### src/pmc_map.vh
`ifndef PMC_MAP_VH
`define PMC_MAP_VH

// event codes
`define PMC_EVT_SW_INCREMENT       8'h00
`define PMC_EVT_ICACHE_MISS        8'h01
`define PMC_EVT_DCACHE_MISS        8'h03
`define PMC_EVT_DCACHE_ACCESS      8'h04
`define PMC_EVT_DATA_READ          8'h06
`define PMC_EVT_DATA_WRITE         8'h07
`define PMC_EVT_INSTR_EXECUTED     8'h08
`define PMC_EVT_EXCEPTION_TAKEN    8'h09
`define PMC_EVT_EXCEPTION_RETURN   8'h0a
`define PMC_EVT_CONTEXT_CHANGE     8'h0b
`define PMC_EVT_PC_WRITE           8'h0c
`define PMC_EVT_IMM_BRANCH         8'h0d
`define PMC_EVT_PROCEDURE_RETURN   8'h0e
`define PMC_EVT_UNALIGNED_ACCESS   8'h0f
`define PMC_EVT_BRANCH_MISPREDICT  8'h10
`define PMC_EVT_CYCLE_TICK         8'h11
`define PMC_EVT_DUAL_ISSUE         8'h5e

// reset values
`define PMC_CNT_RST                32'h0000_0000
`define PMC_EVT_RST                8'h00
`define PMC_SEL_RST                2'h0

// index of the cycle counter on the read select
`define PMC_SEL_CYCLE              2'h3

`endif

### src/pmc_monitor.v
// What this block does
// - three event counters plus cycle counter
// - each counter follows its own code
// - code 00 counts software increments
// - codes 01,03,04 count cache events
// - codes 06,07 count data reads/writes
// - codes 08,5e count instructions, dual pairs
// - codes 09,0a count exceptions and returns
// - codes 0b,0c context change, pc write
// - code 0d counts immediate branches, untaken too
// - codes 0e,0f procedure returns, unaligned
// - code 10 counts branch mispredicts
// - code 11 counts every clock cycle
// - user access honoured only when granted
// - reset clears counters, count while enabled
// - reads return the selected counter
// - stop-all halts the three event counters, keeps values; cycle counter runs on
`timescale 1ns/1ps
`default_nettype none
`include "pmc_map.vh"

module pmc_monitor #(
  parameter W = 32
) (
  // clock and reset
  input  wire         i_ref_clk,
  input  wire         i_sys_rst,
  // privilege
  input  wire         i_priv,
  input  wire         i_user_grant,
  input  wire         i_user_revoke,
  // global commands
  input  wire         i_cnt_reset,
  input  wire         i_global_en,
  input  wire         i_global_dis,
  input  wire         i_stop_all,
  // per counter commands
  input  wire [1:0]   i_sel,
  input  wire         i_select,
  input  wire         i_start,
  input  wire [7:0]   i_start_code,
  input  wire [W-1:0] i_start_val,
  input  wire         i_stop,
  input  wire         i_sw_inc,
  input  wire         i_read,
  // event sources
  input  wire         i_icache_miss,
  input  wire         i_dcache_miss,
  input  wire         i_dcache_access,
  input  wire         i_data_read,
  input  wire         i_data_write,
  input  wire         i_instr_executed,
  input  wire         i_dual_issue,
  input  wire         i_exception_taken,
  input  wire         i_exception_return,
  input  wire         i_context_change,
  input  wire         i_pc_write,
  input  wire         i_imm_branch,
  input  wire         i_procedure_return,
  input  wire         i_unaligned_access,
  input  wire         i_branch_mispredict,
  // status and data
  output reg  [W-1:0] o_rdata,
  output reg          o_rvalid,
  output reg          o_denied,
  output reg          o_user_ok,
  output reg          o_global_on,
  output reg  [2:0]   o_run,
  output reg  [1:0]   o_cur_sel
);

  reg  [7:0]   code_q [0:2];
  reg          user_ok_q;
  reg          user_ok_d;
  reg          gen_q;
  reg          gen_d;
  reg  [2:0]   run_q;
  reg  [1:0]   sel_q;
  reg  [1:0]   sel_d;
  reg  [W-1:0] cyc_q;
  reg  [W-1:0] cyc_d;
  wire [W-1:0] cnt [0:2];
  wire [2:0]   hit;
  wire         allowed;
  wire         req;
  wire         clr_all;

  assign allowed = i_priv | user_ok_q;
  // any command pulse, used only for the refusal flag
  assign req     = i_user_grant
                 | i_user_revoke
                 | i_cnt_reset
                 | i_global_en
                 | i_global_dis
                 | i_stop_all
                 | i_select
                 | i_start
                 | i_stop
                 | i_sw_inc
                 | i_read;
  assign clr_all = allowed & i_cnt_reset;

  // permission only moves under privilege; grant wins a tie
  always @* begin
    user_ok_d = user_ok_q;
    if (i_priv && i_user_grant) begin
      user_ok_d = 1'b1;
    end else if (i_priv && i_user_revoke) begin
      user_ok_d = 1'b0;
    end
  end

  always @(posedge i_ref_clk) begin
    if (i_sys_rst) begin
      user_ok_q <= 1'b0;
    end else begin
      user_ok_q <= user_ok_d;
    end
  end

  // global enable, enable wins a tie
  always @* begin
    gen_d = gen_q;
    if (allowed && i_global_en) begin
      gen_d = 1'b1;
    end else if (allowed && i_global_dis) begin
      gen_d = 1'b0;
    end
  end

  always @(posedge i_ref_clk) begin
    if (i_sys_rst) begin
      gen_q <= 1'b0;
    end else begin
      gen_q <= gen_d;
    end
  end

  always @* begin
    sel_d = sel_q;
    if (allowed && i_select) begin
      sel_d = i_sel;
    end
  end

  always @(posedge i_ref_clk) begin
    if (i_sys_rst) begin
      sel_q <= `PMC_SEL_RST;
    end else begin
      sel_q <= sel_d;
    end
  end

  genvar g;
  generate
    for (g = 0; g < 3; g = g + 1) begin : g_cnt
      wire this_sel;
      wire this_start;
      // widen the index rather than slice the loop variable
      assign this_sel   = allowed && ({30'h0000_0000, i_sel} == g);
      // stop-all beats a start in the same cycle
      assign this_start = this_sel && i_start && !i_stop_all;

      always @(posedge i_ref_clk) begin
        if (i_sys_rst) begin
          code_q[g] <= `PMC_EVT_RST;
          run_q[g]  <= 1'b0;
        end else if (allowed && i_stop_all) begin
          run_q[g]  <= 1'b0;
        end else if (this_sel && i_start) begin
          code_q[g] <= i_start_code;
          run_q[g]  <= 1'b1;
        end else if (this_sel && i_stop) begin
          run_q[g]  <= 1'b0;
        end
      end

      // software increment reaches only the addressed counter
      pmc_event_mux u_mux (
        .i_code              (code_q[g]),
        .i_sw_inc            (this_sel && i_sw_inc),
        .i_icache_miss       (i_icache_miss),
        .i_dcache_miss       (i_dcache_miss),
        .i_dcache_access     (i_dcache_access),
        .i_data_read         (i_data_read),
        .i_data_write        (i_data_write),
        .i_instr_executed    (i_instr_executed),
        .i_dual_issue        (i_dual_issue),
        .i_exception_taken   (i_exception_taken),
        .i_exception_return  (i_exception_return),
        .i_context_change    (i_context_change),
        .i_pc_write          (i_pc_write),
        .i_imm_branch        (i_imm_branch),
        .i_procedure_return  (i_procedure_return),
        .i_unaligned_access  (i_unaligned_access),
        .i_branch_mispredict (i_branch_mispredict),
        .o_hit               (hit[g])
      );

      pmc_event_counter #(.W(W)) u_cnt (
        .i_ref_clk  (i_ref_clk),
        .i_sys_rst  (i_sys_rst),
        .i_clear    (clr_all),
        .i_load     (this_start),
        .i_load_val (i_start_val),
        .i_run      (gen_q && run_q[g]),
        .i_hit      (hit[g]),
        .o_count    (cnt[g])
      );
    end
  endgenerate

  // dedicated cycle counter
  // wraps silently; software must read before roll-over
  always @* begin
    cyc_d = cyc_q;
    if (clr_all) begin
      cyc_d = `PMC_CNT_RST;
    end else if (gen_q) begin
      cyc_d = cyc_q + {{(W-1){1'b0}}, 1'b1};
    end
  end

  always @(posedge i_ref_clk) begin
    if (i_sys_rst) begin
      cyc_q <= `PMC_CNT_RST;
    end else begin
      cyc_q <= cyc_d;
    end
  end

  // selected counter value, held until next read
  always @(posedge i_ref_clk) begin
    if (i_sys_rst) begin
      o_rdata <= {W{1'b0}};
    end else if (allowed && i_read) begin
      case (sel_q)
        2'h0:           o_rdata <= cnt[0];
        2'h1:           o_rdata <= cnt[1];
        2'h2:           o_rdata <= cnt[2];
        `PMC_SEL_CYCLE: o_rdata <= cyc_q;
        default:        o_rdata <= {W{1'b0}};
      endcase
    end
  end

  // one-cycle answer strobe
  always @(posedge i_ref_clk) begin
    if (i_sys_rst) begin
      o_rvalid <= 1'b0;
    end else begin
      o_rvalid <= allowed && i_read;
    end
  end

  always @(posedge i_ref_clk) begin
    if (i_sys_rst) begin
      o_denied <= 1'b0;
    end else begin
      o_denied <= req && !allowed;
    end
  end

  // status mirrors lag the state by one cycle
  always @(posedge i_ref_clk) begin
    if (i_sys_rst) begin
      o_user_ok <= 1'b0;
    end else begin
      o_user_ok <= user_ok_q;
    end
  end

  always @(posedge i_ref_clk) begin
    if (i_sys_rst) begin
      o_global_on <= 1'b0;
    end else begin
      o_global_on <= gen_q;
    end
  end

  always @(posedge i_ref_clk) begin
    if (i_sys_rst) begin
      o_run <= 3'h0;
    end else begin
      o_run <= run_q;
    end
  end

  always @(posedge i_ref_clk) begin
    if (i_sys_rst) begin
      o_cur_sel <= `PMC_SEL_RST;
    end else begin
      o_cur_sel <= sel_q;
    end
  end

endmodule
`default_nettype wire

### src/pmc_event_mux.v
`timescale 1ns/1ps
`default_nettype none
`include "pmc_map.vh"

module pmc_event_mux (
  // event code
  input  wire [7:0]  i_code,
  // event sources
  input  wire        i_sw_inc,
  input  wire        i_icache_miss,
  input  wire        i_dcache_miss,
  input  wire        i_dcache_access,
  input  wire        i_data_read,
  input  wire        i_data_write,
  input  wire        i_instr_executed,
  input  wire        i_dual_issue,
  input  wire        i_exception_taken,
  input  wire        i_exception_return,
  input  wire        i_context_change,
  input  wire        i_pc_write,
  input  wire        i_imm_branch,
  input  wire        i_procedure_return,
  input  wire        i_unaligned_access,
  input  wire        i_branch_mispredict,
  // selected event
  output reg         o_hit
);

  always @* begin
    case (i_code)
      `PMC_EVT_SW_INCREMENT:      o_hit = i_sw_inc;
      `PMC_EVT_ICACHE_MISS:       o_hit = i_icache_miss;
      `PMC_EVT_DCACHE_MISS:       o_hit = i_dcache_miss;
      `PMC_EVT_DCACHE_ACCESS:     o_hit = i_dcache_access;
      `PMC_EVT_DATA_READ:         o_hit = i_data_read;
      `PMC_EVT_DATA_WRITE:        o_hit = i_data_write;
      `PMC_EVT_INSTR_EXECUTED:    o_hit = i_instr_executed;
      `PMC_EVT_DUAL_ISSUE:        o_hit = i_dual_issue;
      `PMC_EVT_EXCEPTION_TAKEN:   o_hit = i_exception_taken;
      `PMC_EVT_EXCEPTION_RETURN:  o_hit = i_exception_return;
      `PMC_EVT_CONTEXT_CHANGE:    o_hit = i_context_change;
      `PMC_EVT_PC_WRITE:          o_hit = i_pc_write;
      `PMC_EVT_IMM_BRANCH:        o_hit = i_imm_branch;
      `PMC_EVT_PROCEDURE_RETURN:  o_hit = i_procedure_return;
      `PMC_EVT_UNALIGNED_ACCESS:  o_hit = i_unaligned_access;
      `PMC_EVT_BRANCH_MISPREDICT: o_hit = i_branch_mispredict;
      `PMC_EVT_CYCLE_TICK:        o_hit = 1'b1;
      default:                    o_hit = 1'b0;
    endcase
  end

endmodule
`default_nettype wire

### src/pmc_event_counter.v
`timescale 1ns/1ps
`default_nettype none
`include "pmc_map.vh"

module pmc_event_counter #(
  parameter W = 32
) (
  // clock and reset
  input  wire         i_ref_clk,
  input  wire         i_sys_rst,
  // control
  input  wire         i_clear,
  input  wire         i_load,
  input  wire [W-1:0] i_load_val,
  input  wire         i_run,
  input  wire         i_hit,
  // count
  output wire [W-1:0] o_count
);

  reg [W-1:0] cnt_q;

  always @(posedge i_ref_clk) begin
    if (i_sys_rst || i_clear) begin
      cnt_q <= {W{1'b0}};
    end else if (i_load) begin
      cnt_q <= i_load_val;
    end else if (i_run && i_hit) begin
      cnt_q <= cnt_q + {{(W-1){1'b0}}, 1'b1};
    end
  end

  assign o_count = cnt_q;

endmodule
`default_nettype wire

### config.mk
export PLATFORM = sky130hd
export DESIGN_NAME = pmc_monitor
export DESIGN_NICKNAME = d
export VERILOG_FILES = /design/src/pmc_monitor.v /design/src/pmc_event_mux.v /design/src/pmc_event_counter.v
export VERILOG_INCLUDE_DIRS = /design/src
export SDC_FILE = /design/constraint.sdc
export NUM_CORES = 1
export LEC_CHECK = 0
export CORE_MARGIN = 2
export CORE_UTILIZATION = 35
export DETAILED_ROUTE_END_ITERATION = 8
export DONT_BUFFER_PORTS = 1
export PLACE_DENSITY = 0.6
export SLEW_MARGIN = 5
export SYNTH_ARGS = -nofsm -noshare
export SYNTH_HDL_FRONTEND = slang
export SYNTH_SLANG_ARGS = --single-unit
### constraint.sdc
create_clock -name i_ref_clk -period 4.4 [get_ports i_ref_clk]
set_clock_uncertainty 0.15 [all_clocks]
set_input_delay 0.44 -clock i_ref_clk [delete_from_list [all_inputs] [get_ports i_ref_clk]]
set_output_delay 0.44 -clock i_ref_clk [all_outputs]
set_load 0.1 [all_outputs]
==> flow_summary.json <==
{
  "status": "complete, no violations",
  "cp-start-kind": "flip-flop",
  "synth.distinct_cells": 81,
  "tightest_slew_ps": 1179,
  "grt_overflow": 0,
  "clock_power_share": 0.419,
  "grt_usage": 0.2066,
  "yosysWarnings": 0,
  "arrival_ps": 3300,
  "leakage_uw": 0.003966,
  "dp.cells": 1603,
  "synth_cells": 1261,
  "drt_iter0_markers": 1028,
  "r2r_cells": 7,
  "fin_tns_setup_ps": 0,
  "drt_first_pass_iters": 5,
  "max_freq_ghz": 0.3171,
  "row_count": 65,
  "final_cells": 1661,
  "critPathCaptureType": "flip-flop",
  "synthAdderAreaFrac": 0.004489,
  "fin_crit_ps": 3153,
  "p_comb_frac": 0.069,
  "root_buffer": "clkbuf_16",
  "wl_per_cell_um": 20.65,
  "final_cell_mix": "dfxtp_1 (175), nand2_1 (162), a21oi_1 (97)",
  "routed_wl_um": 34310,
  "power.switching_uw": 1012,
  "r2r-end": "g_cnt[0].u_cnt.o_count[23]",
  "synthXorXnorAreaFrac": 0.07148,
  "dp_hpwl_um": 25170,
  "insertion_delay_ps": 440,
  "reg2reg_setup_slack_ps": 1250,
  "synth-seq-cells": 200,
  "numClockSinks": 200,
  "ys_dominant_reg_cell": "dfxtp_1",
  "relSlewSlack": 0.2142,
  "ant_nets": 0,
  "cts_buffer_depth": 2,
  "slew_violations": 0,
  "synth-edff-count": 24,
  "postCtsResizedCells": 0,
  "hp-class": "input pin to flip-flop",
  "wl_met1_um": 15330,
  "ir_drop_mv": 0.2803,
  "period_share": 0.7167,
  "initial_core_util": 0.3542,
  "p_per_area_nw_per_um2": 312.2,
  "htreeDepth": 4,
  "cap_violations": 0,
  "syn_area_per_cell_um2": 8.842,
  "via_per_inst": 5.831,
  "cts_tree": "built",
  "switching_share": 0.2625,
  "final_area_um2": 12340,
  "rsz0062_at_grt": "no",
  "wl_met2_um": 15330,
  "drive_gt1_frac": 0.09849,
  "synth_compound_area_frac": 0.1666,
  "p_int_uw": 2842,
  "clkSlewWorstSetupHoldPaths_ps": 70,
  "core_um2": 31470,
  "antennaDiodeCount": 0,
  "finalSetupViolCount": 0,
  "synth_area_um2": 11150,
  "place.gp.congestion": 0.9012,
  "synthMuxAreaShare": 0.1001,
  "antenna_found_initial": 0,
  "syn2layout_area_growth_pct": 10.71,
  "die_width_um": 182.5,
  "synth_top_family_by_area": "simple AND/OR/NAND/NOR gates",
  "synth.net_count": 1336,
  "min_path_cells": 2,
  "grt_pass1_wl_um": 53360,
  "async_flop_share": 0,
  "highest_layer": "met4",
  "layout.nets": 1321,
  "hold_path.startpoint": "i_start",
  "drc": 0,
  "crit_fanout": 15,
  "place_area_um2": 11470,
  "pwr-share-seq": 0.511,
  "fin_util": 0.3922,
  "synth_simple_gate_area_frac": 0.2395,
  "timing.rr.start": "code_q[0][2]",
  "whs_endpoint": "run_q[0]",
  "vias": 9686,
  "dieArea_um2": 33300,
  "grt_pass1_vias": 9036,
  "port_buffers": 0,
  "yosysSeqAreaShare": 0.3807,
  "finalPower_uw": 3853,
  "ios": 112,
  "worstSetupPathType": "flip-flop to flip-flop",
  "fillerInstances": 3120,
  "final_common_cell": "dfxtp_1",
  "die_height_um": 182.5,
  "grt_start_max_net_pins": 46,
  "hold_violations": 0,
  "routed-wl-met3_um": 2747,
  "cts-buffers-inserted": 17,
  "critPathRequiredTime_ps": 4550
}
## final cells by class
class,count,area (µm²),share of cell area
Multi-Input combinational cell,967,6520,0.5282
Clock inverter,13,148.9,0.01206
Clock buffer,19,452.9,0.03670
Timing Repair Buffer,46,420.4,0.03406
Inverter,14,52.55,0.004257
Sequential cell,200,4245,0.3439
Tap cell,402,503.0,0.04075
## cell families (layout without fill, tap and decap cells)
| family | count (synthesis) | count (layout) |
|---|---|---|
| and+or+nand+nor | 501 | 501 |
| AOI/OAI and AO/OA | 300 | 300 |
| DFF | 200 | 200 |
| buffers and inverters | 94 | 92 |
| xor gates and xnor gates | 91 | 91 |
| muxes | 71 | 71 |
| adders and majority gates | 4 | 4 |
## worst max path at each step
stage / start / cells after the start / end / slack, ps
after detailed placement: code_q[1][2] / 7 / g_cnt[1].u_cnt.o_count[23] / 1290
final: code_q[0][2] / 7 / g_cnt[0].u_cnt.o_count[23] / 1250
after CTS: code_q[1][2] / 7 / g_cnt[1].u_cnt.o_count[23] / 1300
after global routing: code_q[0][2] / 7 / g_cnt[0].u_cnt.o_count[23] / 1030
after floorplan: code_q[1][1] / 7 / g_cnt[1].u_cnt.o_count[23] / 1700
after global placement: code_q[1][2] / 7 / g_cnt[1].u_cnt.o_count[23] / 1380
## what timing repair did
item | in CTS | in global routing
buffers inserted | 0 | 0
hold buffers | 26 | 0
hold endpoints to repair | 76 | 0
## power groups by stage
stage               sequential (µW)  clock [µW]  combinational [µW]
floorplan                      1980           0                 205
global route                   1980        1730                 292
detailed placement             2010           0                 231
finish                         1970        1620                 268
CTS                            1970        1640                 266
global placement               2010           0                 229
## flip-flops by register name, summed over array words and instances, names as in the netlist, 2 cells and up
| name | cells |
|---|---|
| o_run | 3 |
| cyc_q | 32 |
| o_cur_sel | 2 |
| sel_q | 2 |
| g_cnt.u_cnt.o_count | 96 |
| o_rdata | 32 |
| code_q | 24 |
| run_q | 3 |
## critical path, stage by stage, from the launching register on
cell and delay [ps]:
edfxtp_1 580, or3b_2 510, o41ai_1 290, a32oi_1 90, o211a_1 380, nor4_4 620, mux2i_1 280, o22ai_1 100
## Yosys cell counts, types with 15 or more instances
cell	instances	area share
edfxtp_1	24	0.065
and3_1	39	0.022
and2_1	35	0.020
nor2_1	78	0.026
o21ai_0	77	0.035
a21oi_1	98	0.044
mux4_2	32	0.065
nand4_1	25	0.014
a32oi_1	15	0.012
xnor2_1	37	0.029
mux2i_1	35	0.031
clkbuf_1	63	0.021
o211ai_1	17	0.011
nand2_1	162	0.055
nand3_1	39	0.018
dfxtp_1	176	0.32
nor3_1	25	0.011
xor2_1	54	0.042
## metal layers
| layer | track usage | vias to the layer above |
|---|---|---|
| li1 | - | 4629 |
| met1 | 0.2846 | 4604 |
| met2 | 0.3218 | 393 |
| met3 | 0.04091 | 60 |
| met4 | 0.07387 | 0 |
| met5 | 0 | - |
## per-stage QoR
step / setup slack [ps] / hold slack, ps
floorplan: 1701 / 303.4
global placement: 1378 / 312.2
detailed placement: 1286 / 316.9
CTS: 1298 / 2.779
global route: 1029 / 6.821
finish: 1247 / 17.09
Power figures use the tool's default switching activity.
